<file path="src/logic/pced_pkg.sv">
// package for the pin change edge detector: register map, field layout, reset values
// assumes a 32-bit classic wishbone slave with word-aligned registers
package pced_pkg;
   // ----------------------------------------------------------------
   // register word offsets (byte addresses)
   // ----------------------------------------------------------------
   localparam logic [5:0] PCED_PORTA_RISE = 6'h00;
   localparam logic [5:0] PCED_PORTA_FALL = 6'h04;
   localparam logic [5:0] PCED_PORTA_FLAG = 6'h08;
   localparam logic [5:0] PCED_PORTB_RISE = 6'h0c;
   localparam logic [5:0] PCED_PORTB_FALL = 6'h10;
   localparam logic [5:0] PCED_PORTB_FLAG = 6'h14;
   localparam logic [5:0] PCED_PORTC_RISE = 6'h18;
   localparam logic [5:0] PCED_PORTC_FALL = 6'h1c;
   localparam logic [5:0] PCED_PORTC_FLAG = 6'h20;
   localparam logic [5:0] PCED_PORTE_RISE = 6'h24;
   localparam logic [5:0] PCED_PORTE_FALL = 6'h28;
   localparam logic [5:0] PCED_PORTE_FLAG = 6'h2c;
   localparam logic [5:0] PCED_CTRL = 6'h30;
   localparam logic [5:0] PCED_STATUS = 6'h34;
   // ----------------------------------------------------------------
   // field layout and reset values
   // ----------------------------------------------------------------
   localparam int PCED_PORT_W = 8;
   localparam logic [7:0] PCED_PORTE_MASK = 8'h08;
   localparam int PCED_MASTER_BIT = 0;
   localparam int PCED_SUMMARY_BIT = 0;
   localparam logic [7:0] PCED_REG_RST = 8'h00;
   localparam logic [31:0] PCED_UNMAPPED_RD = 32'h0000_0000;
   // one port's enable pair
   typedef struct packed {
      logic [7:0] rise;
      logic [7:0] fall;
   } pced_en_t;
endpackage

</file>
<file path="src/logic/pced_port.sv">
// one port of edge detection: previous pin sample, enables and sticky flags
// assumes pins already synchronous to clk_i and bus write strobes one cycle wide
module pced_port
   import pced_pkg::*;
#(
   parameter logic [7:0] IMPL_MASK = 8'hff
) (
   // clock and control
   input wire logic clk_i,
   input wire logic rst_i,
   input wire logic ce_i,
   // pins
   input wire logic [7:0] pin_i,
   // register writes
   input wire logic we_rise_i,
   input wire logic we_fall_i,
   input wire logic we_flag_i,
   input wire logic [7:0] wdata_i,
   // register state
   output pced_en_t en_o,
   output logic [7:0] flag_o
);
   logic [7:0] prev_r, prev_nxt;
   logic [7:0] rise_r, rise_nxt, fall_r, fall_nxt, flag_r, flag_nxt;
   logic [7:0] hit;

   // next state: enables, edge hits, flags
   always_comb begin
      prev_nxt = pin_i;
      rise_nxt = we_rise_i ? (wdata_i & IMPL_MASK) : rise_r;
      fall_nxt = we_fall_i ? (wdata_i & IMPL_MASK) : fall_r;
      hit = ((pin_i & ~prev_r & rise_r) | (~pin_i & prev_r & fall_r)) & IMPL_MASK;
      flag_nxt = (we_flag_i ? (wdata_i & IMPL_MASK) : flag_r) | hit;
   end

   always_ff @(posedge clk_i) begin
      if (rst_i) begin
         prev_r <= PCED_REG_RST;
         rise_r <= PCED_REG_RST;
         fall_r <= PCED_REG_RST;
         flag_r <= PCED_REG_RST;
      end else if (ce_i) begin
         prev_r <= prev_nxt;
         rise_r <= rise_nxt;
         fall_r <= fall_nxt;
         flag_r <= flag_nxt;
      end
   end

   assign en_o = '{rise: rise_r, fall: fall_r};
   assign flag_o = flag_r;
endmodule

</file>
<file path="src/logic/pced_top.sv">
// pin change edge detector top: four ports, wishbone register slave, request and wake
// assumes pins synchronous to clk_i; a first sample after reset is not an edge
// (prev resets to zero, so a pin high at release is seen as rising if enabled;
// enables are zero at reset, so that cannot fire).
//
// Function
// - port c rising edges need rise enable
// - port c falling edges need fall enable
// - armed edge sets that pin's flag
// - edge sets pin flag and summary flag
// - flag zero until edge; software writes zero
// - flags read/write, also set by hardware
// - enables and flags reset to zero
// - port e only bit 3, others zero
// - port e pin 3 rising needs enable
// - port e pin 3 falling needs enable
// - port e flag at bit 3
// - master off: flags set, no request
// - summary is OR of all flags
// - edge during flag write stays set
// - master on: change wakes from sleep
module pced_top
   import pced_pkg::*;
(
   // clock, reset, enable
   input wire logic clk_i,
   input wire logic rst_i,
   input wire logic ce_i,
   // wishbone slave
   input wire logic cyc_i,
   input wire logic stb_i,
   input wire logic we_i,
   input wire logic [5:0] adr_i,
   input wire logic [3:0] sel_i,
   input wire logic [31:0] dat_i,
   output logic [31:0] dat_o,
   output logic ack_o,
   // pins
   input wire logic [7:0] porta_pin_i,
   input wire logic [7:0] portb_pin_i,
   input wire logic [7:0] portc_pin_i,
   input wire logic [7:0] porte_pin_i,
   // to the processor
   output logic change_summary_flag_o,
   output logic irq_o,
   output logic wake_o
);
   // ----------------------------------------------------------------
   // bus decode
   // ----------------------------------------------------------------
   localparam int NP = 4;
   logic req, wr;
   logic [NP-1:0] we_rise, we_fall, we_flag;
   pced_en_t en [NP];
   logic [7:0] flag [NP];
   logic [7:0] pins [NP];
   logic master_r, master_nxt;
   logic ack_r, ack_nxt;
   logic [31:0] dat_r, dat_nxt;
   logic sum_r, sum_nxt, irq_r, irq_nxt, wake_r, wake_nxt;
   logic any_flag;

   // ack only on a fresh strobe so each access gets exactly one ack
   assign req = cyc_i && stb_i && !ack_r;
   assign wr = req && we_i && sel_i[0];
   assign pins[0] = porta_pin_i;
   assign pins[1] = portb_pin_i;
   assign pins[2] = portc_pin_i;
   assign pins[3] = porte_pin_i;

   // write strobes per port register
   always_comb begin
      we_rise = '0;
      we_fall = '0;
      we_flag = '0;
      if (wr) begin
         unique case (adr_i)
            PCED_PORTA_RISE: we_rise[0] = 1'b1;
            PCED_PORTA_FALL: we_fall[0] = 1'b1;
            PCED_PORTA_FLAG: we_flag[0] = 1'b1;
            PCED_PORTB_RISE: we_rise[1] = 1'b1;
            PCED_PORTB_FALL: we_fall[1] = 1'b1;
            PCED_PORTB_FLAG: we_flag[1] = 1'b1;
            PCED_PORTC_RISE: we_rise[2] = 1'b1;
            PCED_PORTC_FALL: we_fall[2] = 1'b1;
            PCED_PORTC_FLAG: we_flag[2] = 1'b1;
            PCED_PORTE_RISE: we_rise[3] = 1'b1;
            PCED_PORTE_FALL: we_fall[3] = 1'b1;
            PCED_PORTE_FLAG: we_flag[3] = 1'b1;
            default: ;
         endcase
      end
   end

   // ----------------------------------------------------------------
   // ports
   // ----------------------------------------------------------------
   // ports a, b, c identical; port e masked to bit 3
   genvar g;
   generate
      for (g = 0; g < NP; g++) begin : g_port
         pced_port #(
            .IMPL_MASK((g == NP - 1) ? PCED_PORTE_MASK : 8'hff)
         ) u_port (
            .clk_i(clk_i),
            .rst_i(rst_i),
            .ce_i(ce_i),
            .pin_i(pins[g]),
            .we_rise_i(we_rise[g]),
            .we_fall_i(we_fall[g]),
            .we_flag_i(we_flag[g]),
            .wdata_i(dat_i[7:0]),
            .en_o(en[g]),
            .flag_o(flag[g])
         );
      end
   endgenerate

   // ----------------------------------------------------------------
   // control, read data, outputs
   // ----------------------------------------------------------------
   // summary OR across all flags
   assign any_flag = |{flag[0], flag[1], flag[2], flag[3]};

   always_comb begin
      master_nxt = master_r;
      if (wr && adr_i == PCED_CTRL) begin
         master_nxt = dat_i[PCED_MASTER_BIT];
      end
      ack_nxt = req;
      dat_nxt = dat_r;
      if (req && !we_i) begin
         unique case (adr_i)
            PCED_PORTA_RISE: dat_nxt = {24'h0, en[0].rise};
            PCED_PORTA_FALL: dat_nxt = {24'h0, en[0].fall};
            PCED_PORTA_FLAG: dat_nxt = {24'h0, flag[0]};
            PCED_PORTB_RISE: dat_nxt = {24'h0, en[1].rise};
            PCED_PORTB_FALL: dat_nxt = {24'h0, en[1].fall};
            PCED_PORTB_FLAG: dat_nxt = {24'h0, flag[1]};
            PCED_PORTC_RISE: dat_nxt = {24'h0, en[2].rise};
            PCED_PORTC_FALL: dat_nxt = {24'h0, en[2].fall};
            PCED_PORTC_FLAG: dat_nxt = {24'h0, flag[2]};
            // unimplemented port e bits read zero
            PCED_PORTE_RISE: dat_nxt = {24'h0, en[3].rise & PCED_PORTE_MASK};
            PCED_PORTE_FALL: dat_nxt = {24'h0, en[3].fall & PCED_PORTE_MASK};
            PCED_PORTE_FLAG: dat_nxt = {24'h0, flag[3] & PCED_PORTE_MASK};
            PCED_CTRL: dat_nxt = {31'h0, master_r};
            PCED_STATUS: dat_nxt = {31'h0, any_flag};
            default: dat_nxt = PCED_UNMAPPED_RD;
         endcase
      end
      // summary follows flags one cycle later
      sum_nxt = any_flag;
      irq_nxt = any_flag && master_r;
      wake_nxt = any_flag && master_r;
   end

   // registers of the top
   always_ff @(posedge clk_i) begin
      if (rst_i) begin
         master_r <= 1'b0;
         ack_r <= 1'b0;
         dat_r <= PCED_UNMAPPED_RD;
         sum_r <= 1'b0;
         irq_r <= 1'b0;
         wake_r <= 1'b0;
      end else if (ce_i) begin
         master_r <= master_nxt;
         ack_r <= ack_nxt;
         dat_r <= dat_nxt;
         sum_r <= sum_nxt;
         irq_r <= irq_nxt;
         wake_r <= wake_nxt;
      end
   end

   assign dat_o = dat_r;
   assign ack_o = ack_r;
   assign change_summary_flag_o = sum_r;
   assign irq_o = irq_r;
   assign wake_o = wake_r;

   // ----------------------------------------------------------------
   // assertions
   // ----------------------------------------------------------------
   property p_rise_c;
      @(posedge clk_i) disable iff (rst_i)
      (ce_i && portc_pin_i[0] && !$past(portc_pin_i[0]) && en[2].rise[0] && ce_i
       && $past(ce_i)) |=> flag[2][0];
   endproperty
   a_rise_c: assert property (p_rise_c) else $error("rising edge lost on port c");
   property p_fall_c;
      @(posedge clk_i) disable iff (rst_i)
      (ce_i && $past(ce_i) && !portc_pin_i[1] && $past(portc_pin_i[1]) && en[2].fall[1])
      |=> flag[2][1];
   endproperty
   a_fall_c: assert property (p_fall_c) else $error("falling edge lost on port c");
   property p_no_set;
      @(posedge clk_i) disable iff (rst_i)
      (ce_i && $past(ce_i) && !we_flag[2] && !flag[2][2]
       && portc_pin_i[2] == $past(portc_pin_i[2])) |=> !flag[2][2];
   endproperty
   a_no_set: assert property (p_no_set) else $error("flag set without edge");
   property p_sum;
      @(posedge clk_i) disable iff (rst_i)
      ce_i |=> (change_summary_flag_o == $past(any_flag));
   endproperty
   a_sum: assert property (p_sum) else $error("summary flag mismatch");
   property p_master;
      @(posedge clk_i) disable iff (rst_i)
      (ce_i && !master_r) |=> !irq_o;
   endproperty
   a_master: assert property (p_master) else $error("request with master off");
   property p_pe_mask;
      @(posedge clk_i) disable iff (rst_i)
      ((en[3].rise | en[3].fall | flag[3]) & ~PCED_PORTE_MASK) == 8'h00;
   endproperty
   a_pe_mask: assert property (p_pe_mask) else $error("port e unimplemented bit set");
   property p_ack;
      @(posedge clk_i) disable iff (rst_i)
      (ce_i && req) |=> ack_o ##1 (!ack_o || !$past(ce_i));
   endproperty
   a_ack: assert property (p_ack) else $error("ack not one cycle");
   property p_wake;
      @(posedge clk_i) disable iff (rst_i)
      (ce_i && master_r && any_flag && !wr) |=> wake_o;
   endproperty
   a_wake: assert property (p_wake) else $error("no wake on change");
   property p_reset;
      @(posedge clk_i) rst_i |=> (flag[2] == 8'h00 && en[2].rise == 8'h00 && !master_r);
   endproperty
   a_reset: assert property (p_reset) else $error("state not cleared by reset");

   // ----------------------------------------------------------------
   // assertions: other ports, software access, gating
   // ----------------------------------------------------------------
   property p_rise_e;
      @(posedge clk_i) disable iff (rst_i)
      (ce_i && $past(ce_i) && porte_pin_i[3] && !$past(porte_pin_i[3]) && en[3].rise[3])
      |=> flag[3][3];
   endproperty
   a_rise_e: assert property (p_rise_e) else $error("port e rise lost");
   property p_fall_e;
      @(posedge clk_i) disable iff (rst_i)
      (ce_i && $past(ce_i) && !porte_pin_i[3] && $past(porte_pin_i[3]) && en[3].fall[3])
      |=> flag[3][3];
   endproperty
   a_fall_e: assert property (p_fall_e) else $error("port e fall lost");
   property p_rise_a;
      @(posedge clk_i) disable iff (rst_i)
      (ce_i && $past(ce_i) && porta_pin_i[7] && !$past(porta_pin_i[7]) && en[0].rise[7])
      |=> flag[0][7];
   endproperty
   a_rise_a: assert property (p_rise_a) else $error("port a rise lost");
   property p_fall_b;
      @(posedge clk_i) disable iff (rst_i)
      (ce_i && $past(ce_i) && !portb_pin_i[4] && $past(portb_pin_i[4]) && en[1].fall[4])
      |=> flag[1][4];
   endproperty
   a_fall_b: assert property (p_fall_b) else $error("port b fall lost");
   property p_set_wins;
      @(posedge clk_i) disable iff (rst_i)
      (ce_i && $past(ce_i) && we_flag[2] && portc_pin_i[3] != $past(portc_pin_i[3])
       && (portc_pin_i[3] ? en[2].rise[3] : en[2].fall[3])) |=> flag[2][3];
   endproperty
   a_set_wins: assert property (p_set_wins) else $error("edge lost under flag write");
   property p_sum_set;
      @(posedge clk_i) disable iff (rst_i)
      (ce_i && flag[2] != 8'h00) |=> change_summary_flag_o;
   endproperty
   a_sum_set: assert property (p_sum_set) else $error("summary not set by flag");
   property p_clear;
      @(posedge clk_i) disable iff (rst_i)
      (ce_i && $past(ce_i) && we_flag[1] && dat_i[7:0] == 8'h00
       && portb_pin_i == $past(portb_pin_i)) |=> flag[1] == 8'h00;
   endproperty
   a_clear: assert property (p_clear) else $error("zero write left a flag");
   property p_sw_set;
      @(posedge clk_i) disable iff (rst_i)
      (ce_i && we_flag[0]) |=> ((flag[0] & $past(dat_i[7:0])) == $past(dat_i[7:0]));
   endproperty
   a_sw_set: assert property (p_sw_set) else $error("software set lost");
   property p_disarmed;
      @(posedge clk_i) disable iff (rst_i)
      (ce_i && !en[2].rise[5] && !en[2].fall[5] && !we_flag[2] && !flag[2][5])
      |=> !flag[2][5];
   endproperty
   a_disarmed: assert property (p_disarmed) else $error("flag set while disarmed");
   property p_pe_read;
      @(posedge clk_i) disable iff (rst_i)
      (ce_i && req && !we_i && adr_i == PCED_PORTE_FLAG)
      |=> (dat_o & ~{24'h0, PCED_PORTE_MASK}) == 32'h0000_0000;
   endproperty
   a_pe_read: assert property (p_pe_read) else $error("port e read not masked");
   property p_no_wake;
      @(posedge clk_i) disable iff (rst_i)
      (ce_i && !master_r) |=> !wake_o;
   endproperty
   a_no_wake: assert property (p_no_wake) else $error("wake with master off");
endmodule

</file>
<file path="config.mk">
export PLATFORM = sky130hd
export DESIGN_NAME = pced_top
export DESIGN_NICKNAME = d
export VERILOG_FILES = /design/src/logic/pced_pkg.sv /design/src/logic/pced_port.sv /design/src/logic/pced_top.sv
export SDC_FILE = /design/constraint.sdc
export NUM_CORES = 1
export LEC_CHECK = 0
export BUFFER_PORTS_ARGS = -buffer_cell sky130_fd_sc_hd__buf_2
export CORE_ASPECT_RATIO = 1.75
export CORE_MARGIN = 2
export CORE_UTILIZATION = 50
export DETAILED_ROUTE_END_ITERATION = 6
export GPL_ROUTABILITY_DRIVEN = 0
export PLACE_DENSITY = 0.76
export SKIP_CTS_REPAIR_TIMING = 1
export SLEW_MARGIN = 20
export SYNTH_ARGS = -nofsm -noshare
export SYNTH_HDL_FRONTEND = slang
export SYNTH_HIERARCHICAL = 1
export SYNTH_SLANG_ARGS = --single-unit
export TNS_END_PERCENT = 100
</file>
<file path="constraint.sdc">
create_clock -name clk_i -period 2 [get_ports clk_i]
set_clock_uncertainty 0.2 [all_clocks]
set_input_delay 0.2 -clock clk_i [delete_from_list [all_inputs] [get_ports clk_i]]
set_output_delay 0.2 -clock clk_i [all_outputs]
set_load 0.02 [all_outputs]
</file>
==> impl_metrics.yaml <==
sta:
  min_period_over_period: 0.9862
  worstMarginPinSlew_ns: 0.6288
  rsz0062_at_grt: "false"
  fin_crit_ns: 1.972
  slew_headroom: 0.5770
  fmax_mhz: 507.0
  hold_violations: 0
  fin_ws_ns: 0.02754
  finalMaxSlewViolations: 0
  setup_viol: 0
clock_tree:
  cts_root_buf: "clkbuf_16"
  cts_sinks: 112
  cts_tree: "done"
  clock_path_buffers: 2
  clk_pin_slew_ns: 0.07
  htreeDepth: 3
  worstSkewPairLatency_ns: 0.35
  cts_buffers: 9
die:
  die_w_um: 84.79
  die-height_um: 145.4
  start_util: 0.5143
  coreArea_sq_um: 11100
  fp-row-count: 51
  dieArea_sq_um: 12330
  io_pins: 116
cells_and_area:
  area.growth.synth_to_final_pct: 18.32
  layout-drive-gt1-share: 0.1812
  fin_area_sq_um: 6756
  nNetsFinal: 842
  final_util: 0.6085
routing:
  vias: 5867
  drt_iter0_markers: 681
  ant_nets: 0
  via_per_inst: 6.519
  wire_per_inst_um: 20.89
  drc: 0
  routed_wl_um: 18800
  drtPass1Iterations: 7
synth:
  ys_warn_count: 6
  syn_avg_cell_area_sq_um: 8.587
  netlist_area_sq_um: 5710
  syn_inst: 665
critical_path:
  worstSetupStartpointType: "register"
  crit_path_max_fanout: 6
  crit_slowest_cell: "dfxtp_1"
  path_class: "reg2reg"
  crit_path_end_kind: "register"
  path_common_cell: "buf_4"
  crit_family: "simple AND/OR/NAND/NOR gates"
  cp_slowest_stage_delay_ns: 0.35
  critPathRequiredTime_ns: 2.03
  worstPathCellList: "or2_2 > nor3_2 > buf_4 > nand2_2 > buf_4 > a32o_1"
  crit_buf_inv: 2
  arrival_ns: 2.01
placement:
  pre_cts_ws_ns: -0.1325
  place_hpwl_um: 13580
  placed_area_sq_um: 6185
  portBuffers: 57
run_status:
  outcome: "complete, no violations"
grt:
  grt_pass1_vias: 5520
  grt_usage: 0.2916
  grt_pass1_wl_um: 28340
  antenna_found_initial: 0
  grt_max_degree: 72
  overflow: 0
pwr:
  p_per_area_nw_per_um2: 668.1
  peakVddDrop_mv: 0.4413
  power.total_mw: 4.514
  leakage_nw: 2.645
min_path:
  worstHoldPathType: "in2reg"
flow_run:
  maxCapViolCount: 0
-- final cells by class --
type | instances | area, sq um
clock buffers | 9 | 225.2
clock inverters | 7 | 72.57
diodes | 1 | 2.502
fillers | 985 | 4347
inverters | 3 | 11.26
well taps | 132 | 165.2
repair buffers | 130 | 928.4
multi-input cells | 506 | 3109
flip-flops and latches | 112 | 2242
-- worst register-to-register path, stage by stage, from the launching register on --
cell     delay, ns
dfxtp_1       0.35
or2_2         0.35
nor3_2        0.21
buf_4         0.16
nand2_2       0.11
buf_4         0.20
a32o_1        0.27
-- routing by layer --
metal,global-route usage,share of wire
met3,0.05332,0.078
met1,0.3070,0.34
met5,0,0
met2,0.4858,0.48
met4,0.2556,0.10
-- through the flow --
step	hold slack, ns	cells	TNS (ns)
floorplan	0.06625	694	0
global placement	0.2604	857	-0.7214
detailed placement	0.2737	857	-1.589
CTS	-0.08514	873	0
global route	0.04731	899	0
finish	0.04713	900	0
-- power by group --
group | total (mW) | leakage (nW) | internal (mW) | switching (mW)
sequential | 2.28 | 0.907 | 2.26 | 0.0223
combinational | 0.433 | 1.60 | 0.163 | 0.269
clock | 1.80 | 0.141 | 0.971 | 0.826
-- state kept, by name, indices dropped and copies added (netlist names) --
| name | cells |
|---|---|
| wake_o | 1 |
| g_port.u_port/rise_r | 25 |
| dat_o | 8 |
| ack_o | 1 |
| g_port.u_port/fall_r | 25 |
| g_port.u_port/prev_r | 25 |
| g_port.u_port/flag_o | 25 |
| master_r | 1 |
| change_summary_flag_o | 1 |
-- layout by cell type, fill, tap and decap left out, drive strengths merged, types with 2 or more instances in the layout --
master       instances
nand2b               2
a221oi               3
nor4                45
nor2                48
a21oi               51
buf                104
a32oi                8
nand2               77
a21boi               4
and2                 9
and3                12
nand4                4
and3b               24
nor3                 4
clkbuf               9
nor4b                2
a22oi               10
a31oi                2
clkinvlp             2
a32o                12
dfxtp              112
inv                  3
clkinv               4
dlygate4sd3         26
a222oi              12
mux2i               29
nor2b                5
conb                31
a21bo                3
nand3b              26
nand3               66
a211oi               5
-- worst paths after layout --
check         start                          to  slack (ns)  cells past startpoint
max           ack_o  g_port[1].u_port/flag_o[3]        0.03                      6
min            we_i                    dat_o[0]        0.05                      4
max reg2reg   ack_o  g_port[1].u_port/flag_o[3]        0.03                      6
min reg2reg  wake_o                      wake_o        0.28                      2
Power figures use the tool's default switching activity.
